## src/common/idm_pkg.sv

```systemverilog
// constants, types and decode functions for the ide bus-master control block
// How it works
// command bit 3 clear means memory reads by the engine, set means memory writes.
// a transfer starts only on a zero-to-one change of the start bit.
// writing start as zero halts any transfer running on that channel.
// simplex bit of the status byte always reads zero.
// drive 1 and drive 0 dma-capable flags are plain read-write storage.
// interrupt flag sets on drive interrupt rising edge, cleared by writing one.
// error flag sets when a memory access of the engine reports an error.
// active sets with start, clears at the last region's end or on stop.
// table pointer is 32 bits, bits 1:0 reserved and read zero.
// sixteen-byte i/o window decoded at the base held in configuration space.
// general control bits 2 and 1 enable secondary and primary channels.
// general control bits 4 and 3 select master pio mode per channel.
// with pin-control enable set, its companion bit sets interrupt pin to 00/01.
// any channel in native mode forces interrupt pin to read 01.
// general control bit 5 holds the internal state machine in reset.
// post-write enable per channel, active high.
// prefetch enable per channel, active high.
// 16-bit prefetch lengths, low then high byte, primary then secondary.
// two configuration bytes give command recovery and active timing.
// recovery code 0 is 12 clocks, 1-11 as is, 12-13 give 13-14, else 15.
// active code 0 is 8 clocks, 1-6 as is, 7 is 12; upper bits zero.
// engine walks descriptors from the table pointer, moving regions until the last.
`default_nettype none
package idm_pkg;
	localparam logic [7:0] CFG_PROG_IF = 8'h09;
	localparam logic [7:0] CFG_BM_BASE0 = 8'h20;
	localparam logic [7:0] CFG_BM_BASE1 = 8'h21;
	localparam logic [7:0] CFG_INT_PIN = 8'h3D;
	localparam logic [7:0] CFG_CMD_REC = 8'h48;
	localparam logic [7:0] CFG_CMD_ACT = 8'h49;
	localparam logic [7:0] CFG_GEN0 = 8'h4A;
	localparam logic [7:0] CFG_GEN1 = 8'h4B;
	localparam logic [7:0] CFG_PF_PRI_LO = 8'h4C;
	localparam logic [7:0] CFG_PF_PRI_HI = 8'h4D;
	localparam logic [7:0] CFG_PF_SEC_LO = 8'h4E;
	localparam logic [7:0] CFG_PF_SEC_HI = 8'h4F;
	localparam logic [7:0] PROG_IF_FIXED = 8'h8A;
	localparam logic [3:0] BM_BASE_IO_FLAG = 4'h1;
	localparam logic [7:0] GEN0_WMASK = 8'h1E;
	localparam logic [7:0] GEN1_WMASK = 8'hEF;
	localparam int GEN0_PRI_EN = 1;
	localparam int GEN0_PRI_PIO = 3;
	localparam int GEN1_PRI_PF = 0;
	localparam int GEN1_PRI_PW = 2;
	localparam int GEN1_SMRST = 5;
	localparam int GEN1_PIN_EN = 6;
	localparam int GEN1_PIN_VAL = 7;
	localparam logic [2:0] IO_CMD = 3'h0;
	localparam logic [2:0] IO_STATUS = 3'h2;
	localparam logic [2:0] IO_PTR0 = 3'h4;
	localparam logic [2:0] IO_PTR1 = 3'h5;
	localparam logic [2:0] IO_PTR2 = 3'h6;
	localparam logic [2:0] IO_PTR3 = 3'h7;
	localparam int CMD_START = 0;
	localparam int CMD_DIR = 3;
	localparam int ST_ERR = 1;
	localparam int ST_IRQ = 2;
	localparam int ST_DRV0 = 5;
	localparam int ST_DRV1 = 6;
	localparam logic [7:0] INT_PIN_NATIVE = 8'h01;
	localparam logic [14:0] REGION_MAX_WORDS = 15'h4000;
	localparam int DESC_EOT = 31;
	localparam logic [7:0] REC_RST = 8'h00;
	localparam logic [7:0] ACT_RST = 8'h00;
	localparam logic [7:0] GEN0_RST = 8'h00;
	localparam logic [7:0] GEN1_RST = 8'h00;
	localparam logic [15:0] PF_LEN_RST = 16'h0000;
	localparam logic [3:0] REC_CLKS_CODE0 = 4'hC;
	localparam logic [3:0] REC_CLKS_MAX = 4'hF;
	localparam logic [3:0] ACT_CLKS_CODE0 = 4'h8;
	localparam logic [3:0] ACT_CLKS_CODE7 = 4'hC;

	typedef enum logic [2:0] {ST_IDLE, ST_DESC_ADDR, ST_DESC_CNT, ST_MOVE, ST_WAIT_TX} idm_fsm_t;

	function automatic logic [3:0] rec_clks(input logic [3:0] code);
		if (code == 4'h0) begin
			return REC_CLKS_CODE0;
		end else if (code <= 4'hB) begin
			return code;
		end else if (code <= 4'hD) begin
			return code + 4'h1;
		end
		return REC_CLKS_MAX;
	endfunction

	function automatic logic [3:0] act_clks(input logic [2:0] code);
		if (code == 3'h0) begin
			return ACT_CLKS_CODE0;
		end else if (code == 3'h7) begin
			return ACT_CLKS_CODE7;
		end
		return {1'b0, code};
	endfunction
endpackage
`default_nettype wire

```

## src/core/idm_sync.sv

```systemverilog
// two-flop synchroniser for asynchronous level inputs
`timescale 1ns/10ps
`default_nettype none
module idm_sync #(
	parameter int WIDTH = 2
) (
	input  wire logic             clk,
	input  wire logic             rst_b,
	input  wire logic [WIDTH-1:0] d,
	output logic      [WIDTH-1:0] q
);
	typedef struct packed {
		logic [WIDTH-1:0] meta_q;
		logic [WIDTH-1:0] sync_q;
	} idm_sync_st_t;

	idm_sync_st_t s_q;
	idm_sync_st_t s_d;

	always_comb begin
		s_d = s_q;
		s_d.meta_q = d;
		s_d.sync_q = s_q.meta_q;
	end

	always_ff @(posedge clk or negedge rst_b) begin
		if (!rst_b) begin
			s_q <= '0;
		end else begin
			s_q <= s_d;
		end
	end

	assign q = s_q.sync_q;
endmodule
`default_nettype wire

```

## src/core/idm_arb.sv

```systemverilog
// memory port arbiter: an owner keeps the port while it requests
`timescale 1ns/10ps
`default_nettype none
module idm_arb (
	input  wire logic       clk,
	input  wire logic       rst_b,
	input  wire logic [1:0] req,
	output logic      [1:0] gnt
);
	typedef struct packed {
		logic owner_q;
	} idm_arb_st_t;

	idm_arb_st_t s_q;
	idm_arb_st_t s_d;

	always_comb begin
		s_d = s_q;
		gnt = 2'h0;
		if (req[s_q.owner_q]) begin
			gnt[s_q.owner_q] = 1'b1;
		end else if (req[!s_q.owner_q]) begin
			gnt[!s_q.owner_q] = 1'b1;
			s_d.owner_q = !s_q.owner_q;
		end
	end

	always_ff @(posedge clk or negedge rst_b) begin
		if (!rst_b) begin
			s_q <= '0;
		end else begin
			s_q <= s_d;
		end
	end
endmodule
`default_nettype wire

```

## src/core/idm_top.sv

```systemverilog
// ide bus-master control: configuration bytes, i/o window and two descriptor engines
`timescale 1ns/10ps
`default_nettype none
module idm_top (
	input  wire logic             SYS_CLK,
	input  wire logic             RST_B,
	input  wire logic             CFG_WR,
	input  wire logic             CFG_RD,
	input  wire logic [7:0]       CFG_ADDR,
	input  wire logic [7:0]       CFG_WDATA,
	output logic      [7:0]       CFG_RDATA,
	input  wire logic             IO_WR,
	input  wire logic             IO_RD,
	input  wire logic [15:0]      IO_ADDR,
	input  wire logic [7:0]       IO_WDATA,
	output logic      [7:0]       IO_RDATA,
	output logic                  IO_HIT,
	output logic                  MEM_REQ,
	output logic                  MEM_WE,
	output logic      [31:0]      MEM_ADDR,
	output logic      [31:0]      MEM_WDATA,
	input  wire logic             MEM_ACK,
	input  wire logic             MEM_ERR,
	input  wire logic [31:0]      MEM_RDATA,
	input  wire logic [1:0]       DRIVE_IRQ,
	input  wire logic [1:0]       RX_VALID,
	input  wire logic [1:0][31:0] RX_DATA,
	output logic      [1:0]       RX_READY,
	output logic      [1:0]       TX_VALID,
	output logic      [1:0][31:0] TX_DATA,
	input  wire logic [1:0]       TX_READY,
	output logic      [1:0]       CHAN_ENABLE,
	output logic      [1:0]       MASTER_PIO,
	output logic      [1:0]       POST_WRITE_EN,
	output logic      [1:0]       PREFETCH_EN,
	output logic      [1:0][15:0] PREFETCH_LEN,
	output logic      [1:0]       NATIVE_MODE,
	output logic      [7:0]       INT_PIN,
	output logic                  IDE_SM_RESET,
	output logic      [3:0]       CMD_RECOVERY_CLKS,
	output logic      [3:0]       CMD_ACTIVE_CLKS,
	output logic      [1:0]       XFER_ACTIVE,
	output logic      [1:0]       XFER_DIR
);
	typedef struct packed {
		logic [3:0]                  rec;
		logic [2:0]                  act;
		logic [7:0]                  gen0;
		logic [7:0]                  gen1;
		logic [1:0][15:0]            pf_len;
		logic [1:0]                  native;
		logic                        int_pin;
		logic [11:0]                 bm_base;
		logic [7:0]                  cfg_rdata;
		logic [7:0]                  io_rdata;
		logic                        io_hit;
		logic [1:0]                  dir;
		logic [1:0]                  start;
		logic [1:0]                  drv1_dma;
		logic [1:0]                  drv0_dma;
		logic [1:0]                  irq_flag;
		logic [1:0]                  err_flag;
		logic [1:0]                  active;
		logic [1:0]                  irq_prev;
		logic [1:0][29:0]            tbl_ptr;
		logic [1:0][29:0]            desc_ptr;
		logic [1:0][29:0]            rgn_addr;
		logic [1:0][29:0]            mem_addr;
		logic [1:0]                  req;
		logic [1:0]                  we;
		logic [1:0][31:0]            wdata;
		logic [1:0][31:0]            tx_data;
		logic [1:0]                  tx_valid;
		logic [1:0][14:0]            words;
		logic [1:0]                  eot;
		idm_pkg::idm_fsm_t [1:0]     fsm;
	} idm_state_t;

	idm_state_t s_q;
	idm_state_t s_d;
	logic [1:0] irq_sync;
	logic [1:0] gnt;
	logic       io_hit;
	logic       io_ch;
	logic [7:0] int_pin_rd;

	idm_sync #(
		.WIDTH (2)
	) u_irq_sync (
		.clk   (SYS_CLK),
		.rst_b (RST_B),
		.d     (DRIVE_IRQ),
		.q     (irq_sync)
	);

	// only one engine owns the memory port at a time
	idm_arb u_arb (
		.clk   (SYS_CLK),
		.rst_b (RST_B),
		.req   (s_q.req),
		.gnt   (gnt)
	);

	assign io_hit = (IO_ADDR[15:4] == s_q.bm_base);
	assign io_ch = IO_ADDR[3];
	// native mode on either channel overrides the pin-control bits
	assign int_pin_rd = (s_q.native != 2'h0) ? idm_pkg::INT_PIN_NATIVE : {7'h00, s_q.int_pin};

	always_comb begin
		logic ack;
		logic err;
		logic wr_here;
		logic done;
		ack = 1'b0;
		err = 1'b0;
		wr_here = 1'b0;
		done = 1'b0;
		s_d = s_q;
		s_d.io_hit = 1'b0;

		if (CFG_WR) begin
			case (CFG_ADDR)
				idm_pkg::CFG_PROG_IF: begin
					s_d.native = {CFG_WDATA[2], CFG_WDATA[0]};
				end
				idm_pkg::CFG_BM_BASE0: begin
					s_d.bm_base[3:0] = CFG_WDATA[7:4];
				end
				idm_pkg::CFG_BM_BASE1: begin
					s_d.bm_base[11:4] = CFG_WDATA;
				end
				idm_pkg::CFG_CMD_REC: begin
					s_d.rec = CFG_WDATA[3:0];
				end
				idm_pkg::CFG_CMD_ACT: begin
					s_d.act = CFG_WDATA[2:0];
				end
				idm_pkg::CFG_GEN0: begin
					s_d.gen0 = CFG_WDATA & idm_pkg::GEN0_WMASK;
				end
				idm_pkg::CFG_GEN1: begin
					s_d.gen1 = CFG_WDATA & idm_pkg::GEN1_WMASK;
					if (CFG_WDATA[idm_pkg::GEN1_PIN_EN]) begin
						s_d.int_pin = CFG_WDATA[idm_pkg::GEN1_PIN_VAL];
					end
				end
				idm_pkg::CFG_PF_PRI_LO: begin
					s_d.pf_len[0][7:0] = CFG_WDATA;
				end
				idm_pkg::CFG_PF_PRI_HI: begin
					s_d.pf_len[0][15:8] = CFG_WDATA;
				end
				idm_pkg::CFG_PF_SEC_LO: begin
					s_d.pf_len[1][7:0] = CFG_WDATA;
				end
				idm_pkg::CFG_PF_SEC_HI: begin
					s_d.pf_len[1][15:8] = CFG_WDATA;
				end
				default: begin
				end
			endcase
		end

		if (CFG_RD) begin
			case (CFG_ADDR)
				idm_pkg::CFG_PROG_IF: begin
					s_d.cfg_rdata = idm_pkg::PROG_IF_FIXED | {5'h00, s_q.native[1], 1'b0, s_q.native[0]};
				end
				idm_pkg::CFG_BM_BASE0: begin
					s_d.cfg_rdata = {s_q.bm_base[3:0], idm_pkg::BM_BASE_IO_FLAG};
				end
				idm_pkg::CFG_BM_BASE1: begin
					s_d.cfg_rdata = s_q.bm_base[11:4];
				end
				idm_pkg::CFG_INT_PIN: begin
					s_d.cfg_rdata = int_pin_rd;
				end
				idm_pkg::CFG_CMD_REC: begin
					s_d.cfg_rdata = {4'h0, s_q.rec};
				end
				idm_pkg::CFG_CMD_ACT: begin
					s_d.cfg_rdata = {5'h00, s_q.act};
				end
				idm_pkg::CFG_GEN0: begin
					s_d.cfg_rdata = s_q.gen0;
				end
				idm_pkg::CFG_GEN1: begin
					s_d.cfg_rdata = s_q.gen1;
				end
				idm_pkg::CFG_PF_PRI_LO: begin
					s_d.cfg_rdata = s_q.pf_len[0][7:0];
				end
				idm_pkg::CFG_PF_PRI_HI: begin
					s_d.cfg_rdata = s_q.pf_len[0][15:8];
				end
				idm_pkg::CFG_PF_SEC_LO: begin
					s_d.cfg_rdata = s_q.pf_len[1][7:0];
				end
				idm_pkg::CFG_PF_SEC_HI: begin
					s_d.cfg_rdata = s_q.pf_len[1][15:8];
				end
				default: begin
					s_d.cfg_rdata = 8'h00;
				end
			endcase
		end

		if (IO_RD && io_hit) begin
			s_d.io_hit = 1'b1;
			case (IO_ADDR[2:0])
				idm_pkg::IO_CMD: begin
					s_d.io_rdata = {4'h0, s_q.dir[io_ch], 2'h0, s_q.start[io_ch]};
				end
				idm_pkg::IO_STATUS: begin
					// simplex bit stays zero
					s_d.io_rdata = {1'b0, s_q.drv1_dma[io_ch], s_q.drv0_dma[io_ch], 2'h0,
						s_q.irq_flag[io_ch], s_q.err_flag[io_ch], s_q.active[io_ch]};
				end
				idm_pkg::IO_PTR0: begin
					s_d.io_rdata = {s_q.tbl_ptr[io_ch][5:0], 2'h0};
				end
				idm_pkg::IO_PTR1: begin
					s_d.io_rdata = s_q.tbl_ptr[io_ch][13:6];
				end
				idm_pkg::IO_PTR2: begin
					s_d.io_rdata = s_q.tbl_ptr[io_ch][21:14];
				end
				idm_pkg::IO_PTR3: begin
					s_d.io_rdata = s_q.tbl_ptr[io_ch][29:22];
				end
				default: begin
					s_d.io_rdata = 8'h00;
				end
			endcase
		end

		for (int c = 0; c < 2; c++) begin
			ack = MEM_ACK & gnt[c] & s_q.req[c];
			err = MEM_ERR & gnt[c] & s_q.req[c];
			wr_here = IO_WR & io_hit & (io_ch == 1'(c));
			done = 1'b0;
			s_d.irq_prev[c] = irq_sync[c];

			case (s_q.fsm[c])
				idm_pkg::ST_DESC_ADDR: begin
					if (ack) begin
						s_d.rgn_addr[c] = MEM_RDATA[31:2];
						s_d.desc_ptr[c] = s_q.desc_ptr[c] + 30'h1;
						s_d.mem_addr[c] = s_q.desc_ptr[c] + 30'h1;
						s_d.fsm[c] = idm_pkg::ST_DESC_CNT;
					end
				end
				idm_pkg::ST_DESC_CNT: begin
					if (ack) begin
						s_d.words[c] = (MEM_RDATA[15:2] == 14'h0) ? idm_pkg::REGION_MAX_WORDS
							: {1'b0, MEM_RDATA[15:2]};
						s_d.eot[c] = MEM_RDATA[idm_pkg::DESC_EOT];
						s_d.desc_ptr[c] = s_q.desc_ptr[c] + 30'h1;
						s_d.mem_addr[c] = s_q.rgn_addr[c];
						s_d.req[c] = !s_q.dir[c];
						s_d.we[c] = s_q.dir[c];
						s_d.fsm[c] = idm_pkg::ST_MOVE;
					end
				end
				idm_pkg::ST_MOVE: begin
					if (s_q.dir[c]) begin
						// drive data is written to memory
						if (!s_q.req[c] && RX_VALID[c]) begin
							s_d.wdata[c] = RX_DATA[c];
							s_d.req[c] = 1'b1;
						end else if (ack) begin
							s_d.req[c] = 1'b0;
							done = 1'b1;
						end
					end else if (ack) begin
						s_d.tx_data[c] = MEM_RDATA;
						s_d.tx_valid[c] = 1'b1;
						s_d.req[c] = 1'b0;
						s_d.fsm[c] = idm_pkg::ST_WAIT_TX;
					end
				end
				idm_pkg::ST_WAIT_TX: begin
					if (TX_READY[c]) begin
						s_d.tx_valid[c] = 1'b0;
						done = 1'b1;
					end
				end
				default: begin
				end
			endcase

			if (done) begin
				s_d.mem_addr[c] = s_q.mem_addr[c] + 30'h1;
				s_d.words[c] = s_q.words[c] - 15'h1;
				s_d.fsm[c] = idm_pkg::ST_MOVE;
				s_d.req[c] = !s_q.dir[c];
				if (s_q.words[c] == 15'h1) begin
					if (s_q.eot[c]) begin
						s_d.fsm[c] = idm_pkg::ST_IDLE;
						s_d.req[c] = 1'b0;
						s_d.active[c] = 1'b0;
					end else begin
						s_d.fsm[c] = idm_pkg::ST_DESC_ADDR;
						s_d.mem_addr[c] = s_q.desc_ptr[c];
						s_d.req[c] = 1'b1;
						s_d.we[c] = 1'b0;
					end
				end
			end

			if (wr_here) begin
				case (IO_ADDR[2:0])
					idm_pkg::IO_CMD: begin
						s_d.dir[c] = IO_WDATA[idm_pkg::CMD_DIR];
						s_d.start[c] = IO_WDATA[idm_pkg::CMD_START];
						if (IO_WDATA[idm_pkg::CMD_START] && !s_q.start[c]
							&& s_q.gen0[idm_pkg::GEN0_PRI_EN + c]) begin
							// only a rising start bit on an enabled channel launches
							s_d.active[c] = 1'b1;
							s_d.fsm[c] = idm_pkg::ST_DESC_ADDR;
							s_d.desc_ptr[c] = s_q.tbl_ptr[c];
							s_d.mem_addr[c] = s_q.tbl_ptr[c];
							s_d.req[c] = 1'b1;
							s_d.we[c] = 1'b0;
							s_d.tx_valid[c] = 1'b0;
						end else if (!IO_WDATA[idm_pkg::CMD_START]) begin
							s_d.active[c] = 1'b0;
							s_d.fsm[c] = idm_pkg::ST_IDLE;
							s_d.req[c] = 1'b0;
							s_d.tx_valid[c] = 1'b0;
						end
					end
					idm_pkg::IO_STATUS: begin
						s_d.drv1_dma[c] = IO_WDATA[idm_pkg::ST_DRV1];
						s_d.drv0_dma[c] = IO_WDATA[idm_pkg::ST_DRV0];
						if (IO_WDATA[idm_pkg::ST_IRQ]) begin
							s_d.irq_flag[c] = 1'b0;
						end
						if (IO_WDATA[idm_pkg::ST_ERR]) begin
							s_d.err_flag[c] = 1'b0;
						end
					end
					idm_pkg::IO_PTR0: begin
						s_d.tbl_ptr[c][5:0] = IO_WDATA[7:2];
					end
					idm_pkg::IO_PTR1: begin
						s_d.tbl_ptr[c][13:6] = IO_WDATA;
					end
					idm_pkg::IO_PTR2: begin
						s_d.tbl_ptr[c][21:14] = IO_WDATA;
					end
					idm_pkg::IO_PTR3: begin
						s_d.tbl_ptr[c][29:22] = IO_WDATA;
					end
					default: begin
					end
				endcase
			end

			// hardware sets win over a same-cycle software clear
			if (irq_sync[c] && !s_q.irq_prev[c]) begin
				s_d.irq_flag[c] = 1'b1;
			end
			if (err) begin
				s_d.err_flag[c] = 1'b1;
				s_d.active[c] = 1'b0;
				s_d.fsm[c] = idm_pkg::ST_IDLE;
				s_d.req[c] = 1'b0;
				s_d.tx_valid[c] = 1'b0;
			end
			if (s_q.gen1[idm_pkg::GEN1_SMRST]) begin
				s_d.fsm[c] = idm_pkg::ST_IDLE;
				s_d.req[c] = 1'b0;
				s_d.tx_valid[c] = 1'b0;
				s_d.active[c] = 1'b0;
			end
		end
	end

	always_ff @(posedge SYS_CLK or negedge RST_B) begin
		if (!RST_B) begin
			s_q <= '0;
			s_q.rec <= idm_pkg::REC_RST[3:0];
			s_q.act <= idm_pkg::ACT_RST[2:0];
			s_q.gen0 <= idm_pkg::GEN0_RST;
			s_q.gen1 <= idm_pkg::GEN1_RST;
			s_q.pf_len <= {idm_pkg::PF_LEN_RST, idm_pkg::PF_LEN_RST};
		end else begin
			s_q <= s_d;
		end
	end

	always_comb begin
		for (int c = 0; c < 2; c++) begin
			RX_READY[c] = (s_q.fsm[c] == idm_pkg::ST_MOVE) && s_q.dir[c] && !s_q.req[c];
			CHAN_ENABLE[c] = s_q.gen0[idm_pkg::GEN0_PRI_EN + c];
			MASTER_PIO[c] = s_q.gen0[idm_pkg::GEN0_PRI_PIO + c];
			POST_WRITE_EN[c] = s_q.gen1[idm_pkg::GEN1_PRI_PW + c];
			PREFETCH_EN[c] = s_q.gen1[idm_pkg::GEN1_PRI_PF + c];
		end
	end

	assign MEM_REQ = |(s_q.req & gnt);
	assign MEM_WE = s_q.we[gnt[1]];
	assign MEM_ADDR = {s_q.mem_addr[gnt[1]], 2'h0};
	assign MEM_WDATA = s_q.wdata[gnt[1]];
	assign TX_VALID = s_q.tx_valid;
	assign TX_DATA = s_q.tx_data;
	assign PREFETCH_LEN = s_q.pf_len;
	assign NATIVE_MODE = s_q.native;
	assign INT_PIN = int_pin_rd;
	assign IDE_SM_RESET = s_q.gen1[idm_pkg::GEN1_SMRST];
	assign CMD_RECOVERY_CLKS = idm_pkg::rec_clks(s_q.rec);
	assign CMD_ACTIVE_CLKS = idm_pkg::act_clks(s_q.act);
	assign XFER_ACTIVE = s_q.active;
	assign XFER_DIR = s_q.dir;
	assign CFG_RDATA = s_q.cfg_rdata;
	assign IO_RDATA = s_q.io_rdata;
	assign IO_HIT = s_q.io_hit;
endmodule
`default_nettype wire

```

## config.mk

```make
export PLATFORM = sky130hd
export DESIGN_NAME = idm_top
export DESIGN_NICKNAME = d
export VERILOG_FILES = /design/src/common/idm_pkg.sv /design/src/core/idm_sync.sv /design/src/core/idm_arb.sv /design/src/core/idm_top.sv
export SDC_FILE = /design/constraint.sdc
export NUM_CORES = 1
export LEC_CHECK = 0
export BUFFER_PORTS_ARGS = -buffer_cell sky130_fd_sc_hd__buf_2
export CORE_ASPECT_RATIO = 1.25
export CORE_MARGIN = 5
export CORE_UTILIZATION = 40
export DETAILED_ROUTE_END_ITERATION = 7
export PLACE_DENSITY = 0.62
export REMOVE_ABC_BUFFERS = 1
export SLEW_MARGIN = 20
export SYNTH_ARGS = -nofsm -noshare
export SYNTH_HDL_FRONTEND = slang
export SYNTH_SLANG_ARGS = --single-unit
```

## constraint.sdc

```tcl
create_clock -name SYS_CLK -period 7.4 [get_ports SYS_CLK]
set_input_delay 0.74 -clock SYS_CLK [delete_from_list [all_inputs] [get_ports SYS_CLK]]
set_output_delay 0.74 -clock SYS_CLK [all_outputs]
set_load 0.01 [all_outputs]
```

==> results.py <==
metrics = {
    "logic_synthesis": {
        "yosysMostFrequentCell": "dfrtp_1",
        "synth_area_leaders": "dfrtp_1 45%, mux2_2 11%, nand2_1 6.4%",
        "ys.warnings.count": 0,
        "synthMuxAreaShare_pct": 13.1,
        "synth_compound_area_share_pct": 12.2,
        "synth_top_area_share_pct": 44.9,
        "synth_top_family_by_area": "simple AND/OR/NAND/NOR gates",
        "syn_avg_cell_area_um2": 9.53,
        "synth-simple-area-share_pct": 17.5,
        "async_flop_share_pct": 100,
        "synth_fa_ha_area_share_pct": 0.558,
        "synth_common_cells": "515 x dfrtp_1, 489 x nand2_1, 289 x mux2_2",
        "synth.largest_area_cell": "dfrtp_1",
        "synth-main-ff-cell": "dfrtp_1",
        "synth_xor_area_share_pct": 5.03,
        "synth_edf_count": 0,
        "synthCells": 3013,
        "synth.yosys.seq_area_share_pct": 44.9,
        "ys_seq_elements": 515,
        "yosys.cell_types.count": 86,
        "syn_area_um2": 28700,
    },
    "pwr": {
        "peakVddDrop_uv": 177,
        "clockPowerShare_pct": 39.3,
        "leakagePower_nw": 15.4,
        "power.total_mw": 7.42,
        "internal_power_mw": 5.19,
        "combinationalPowerShare_pct": 15.6,
        "pwr_density_cell_nw_per_um2": 230,
        "seqPwrFrac_pct": 45.1,
        "switchingPower_mw": 2.23,
        "p_sw_share_pct": 30.1,
    },
    "min_path": {
        "hold_path_class": "in -> async",
    },
    "sta": {
        "setup_ws_ps": 3530,
        "rsz0062_at_grt": "false",
        "hold_violations": 3,
        "whs_ps": -2.61,
        "slew_headroom_pct": 19.9,
        "layout_min_cycle_time_ps": 3870,
        "slew_violations": 0,
        "max_freq_mhz": 258,
        "min_period_over_period_pct": 52.3,
        "tns_ps": 0,
        "clock_skew_ps": 31.0,
        "setup_viol": 0,
        "worst_pin_slew_ps": 1190,
    },
    "setup_path": {
        "cp_num_buf_inv": 2,
        "path_cells": "nand2b_1 > and2_2 > buf_4 > mux2_2 > buf_2",
        "start_kind": "flip-flop",
        "crit_arrival_ps": 3130,
        "worst_path_max_delay_cell": "and2_2",
        "cp_top_family": "simple AND/OR/NAND/NOR gates",
        "r2r_slack_ps": 3750,
        "critical-path-max-stage-delay_ps": 610,
        "critPathKind": "reg -> out",
        "end_kind": "output port",
        "crit_fanout": 46,
        "worstPathRequired_ps": 6660,
    },
    "clock_network": {
        "htreeDepth": 2,
        "post_cts_buffers": 0,
        "clk_latency_ps": 640,
        "cts.sinks": 515,
        "cts_resized": 0,
        "root_buffer": "clkbuf_16",
        "ctsHoldBuffers": 0,
        "cts_buffer_depth": 3,
        "cts_tree": "yes",
        "cts_buffers": 55,
        "clk_pin_slew_worst_paths_ps": 70,
    },
    "global_route": {
        "grt_max_degree": 165,
        "track_usage_pct": 24.7,
        "grt_pass1_wl_um": 150000,
        "grt_pass1_vias": 23800,
        "antenna_found_initial": 9,
        "grt-ovfl-total": 0,
    },
    "detailed_routing": {
        "drtPass1Iterations": 5,
        "drt-total-wl_um": 98900,
        "post_drt_wl_per_cell_um": 23.9,
        "viasPerCell": 5.82,
        "drc": 0,
        "final_antenna_net_count": 0,
        "drt-initial-drc-count": 2334,
        "num_vias": 24100,
    },
    "layout": {
        "drive_above_1_share_pct": 25.8,
        "fin_cells": 4141,
        "multi_input_area_um2": 14000,
        "finish.utilization_pct": 45.5,
        "nets": 3307,
        "fill_cells": 6863,
        "ff_latch_area_um2": 12900,
        "synthToLayoutAreaGrowth_pct": 12.4,
    },
    "floorplanning": {
        "io_pins": 364,
        "coreArea_um2": 70900,
        "rows": 109,
        "die-area_um2": 77300,
        "initial_core_util_pct": 40.5,
        "die_y_um": 310,
        "die_w_um": 250,
    },
    "job": {
        "max_cap_viol_count": 0,
    },
    "placed_design": {
        "gp_congestion": 0.990,
        "hpwlAfterDp_um": 71300,
        "dpl_worst_slack_ps": 3760,
        "io_buffers": 354,
        "dpl.cell_count": 4029,
    },
    "status": {
        "status": "finished with violations",
        "violations": "hold timing",
    },
}
==> cell type report <==
type	count	area share [%]
clock buffer	69	4.61
clock inverter	33	1.24
sequential	515	39.9
timing repair buffer	393	6.58
tap	943	3.66
inverter	37	0.430
multi-input combinational	2143	43.5
antenna	8	0.0620
==> cells by family after synthesis <==
group | count (synthesis)
DFF | 515
buffers and inverters | 363
other | 1
and+or+nand+nor | 1076
AOI/OAI and AO/OA | 547
xor gates and xnor gates | 165
muxes | 333
adders and majority gates | 13
==> worst paths after layout <==
check,startpoint,end,depth (start not counted)
worst max-delay path,s_q[170],MEM_ADDR[5],5
worst min-delay path,RST_B,TX_DATA[4],1
worst max register to register,s_q[3],s_q[218],7
worst min register to register,u_irq_sync.s_d[1],u_irq_sync.q[1],0
max in group asynchronous,RST_B,s_q[262],3
min in group SYS_CLK,DRIVE_IRQ[0],u_irq_sync.s_d[0],1
==> power by group through the flow <==
stage / registers, mW / clock network (mW) / logic [mW]
after global placement: 3.38 / 0 / 1.13
after floorplan: 3.27 / 0 / 0.644
after detailed placement: 3.38 / 0 / 1.15
after global routing: 3.36 / 3.09 / 1.27
final: 3.35 / 2.92 / 1.16
after CTS: 3.33 / 2.98 / 1.15
==> state kept, by name, indices dropped and copies added, names as in the netlist <==
name            cells
TX_VALID            2
CHAN_ENABLE         2
MASTER_PIO          2
u_irq_sync.s_d      2
XFER_ACTIVE         2
TX_DATA            64
XFER_DIR            2
IO_RDATA            8
u_arb.s_q           1
IDE_SM_RESET        1
NATIVE_MODE         2
POST_WRITE_EN       2
CFG_RDATA           8
IO_HIT              1
PREFETCH_EN         2
PREFETCH_LEN       32
u_irq_sync.q        2
s_q               380
==> cell usage in the layout (no fill, tap or decap), types with 14 or more instances in the layout <==
cell       count
dfrtp_1      515
nand2_1      489
buf_2        353
mux2_2       289
nor2_1       197
a21oi_1      150
o21ai_0      143
xnor2_1      121
nand3_1       83
nor3_1        58
clkbuf_16     55
nand4_1       51
xor2_1        44
mux2i_1       38
inv_1         36
buf_4         35
nor4_1        27
a22oi_1       27
o211ai_1      26
o22ai_1       25
and3_1        24
nor2b_1       22
a31oi_1       21
or3_1         20
a211oi_1      20
a221oi_1      16
a22o_1        15
and2_1        14
==> metal layers <==
layer | share of wire [%] | global-route usage [%]
met5 | 0.055 | 0
met4 | 5.2 | 11.2
met3 | 9.2 | 5.64
met2 | 46 | 40.2
met1 | 39 | 31.6
==> per-stage QoR <==
step | hold WS, ps | area (µm²)
2_1_floorplan | 331 | 27000
3_3_place_gp | 338 | 30300
3_5_place_dp | 336 | 30300
4_1_cts | 216 | 32200
5_1_grt | 20.8 | 32300
6_report | -2.61 | 32300
==> worst reg2reg max path, stage by stage, from the launching register on <==
cell	delay (ps)
dfrtp_1	880
clkinv_1	430
and3_1	420
nor2_2	630
buf_4	440
nor2_1	120
a222oi_1	420
a21oi_1	140
Power figures use the tool's default switching activity.
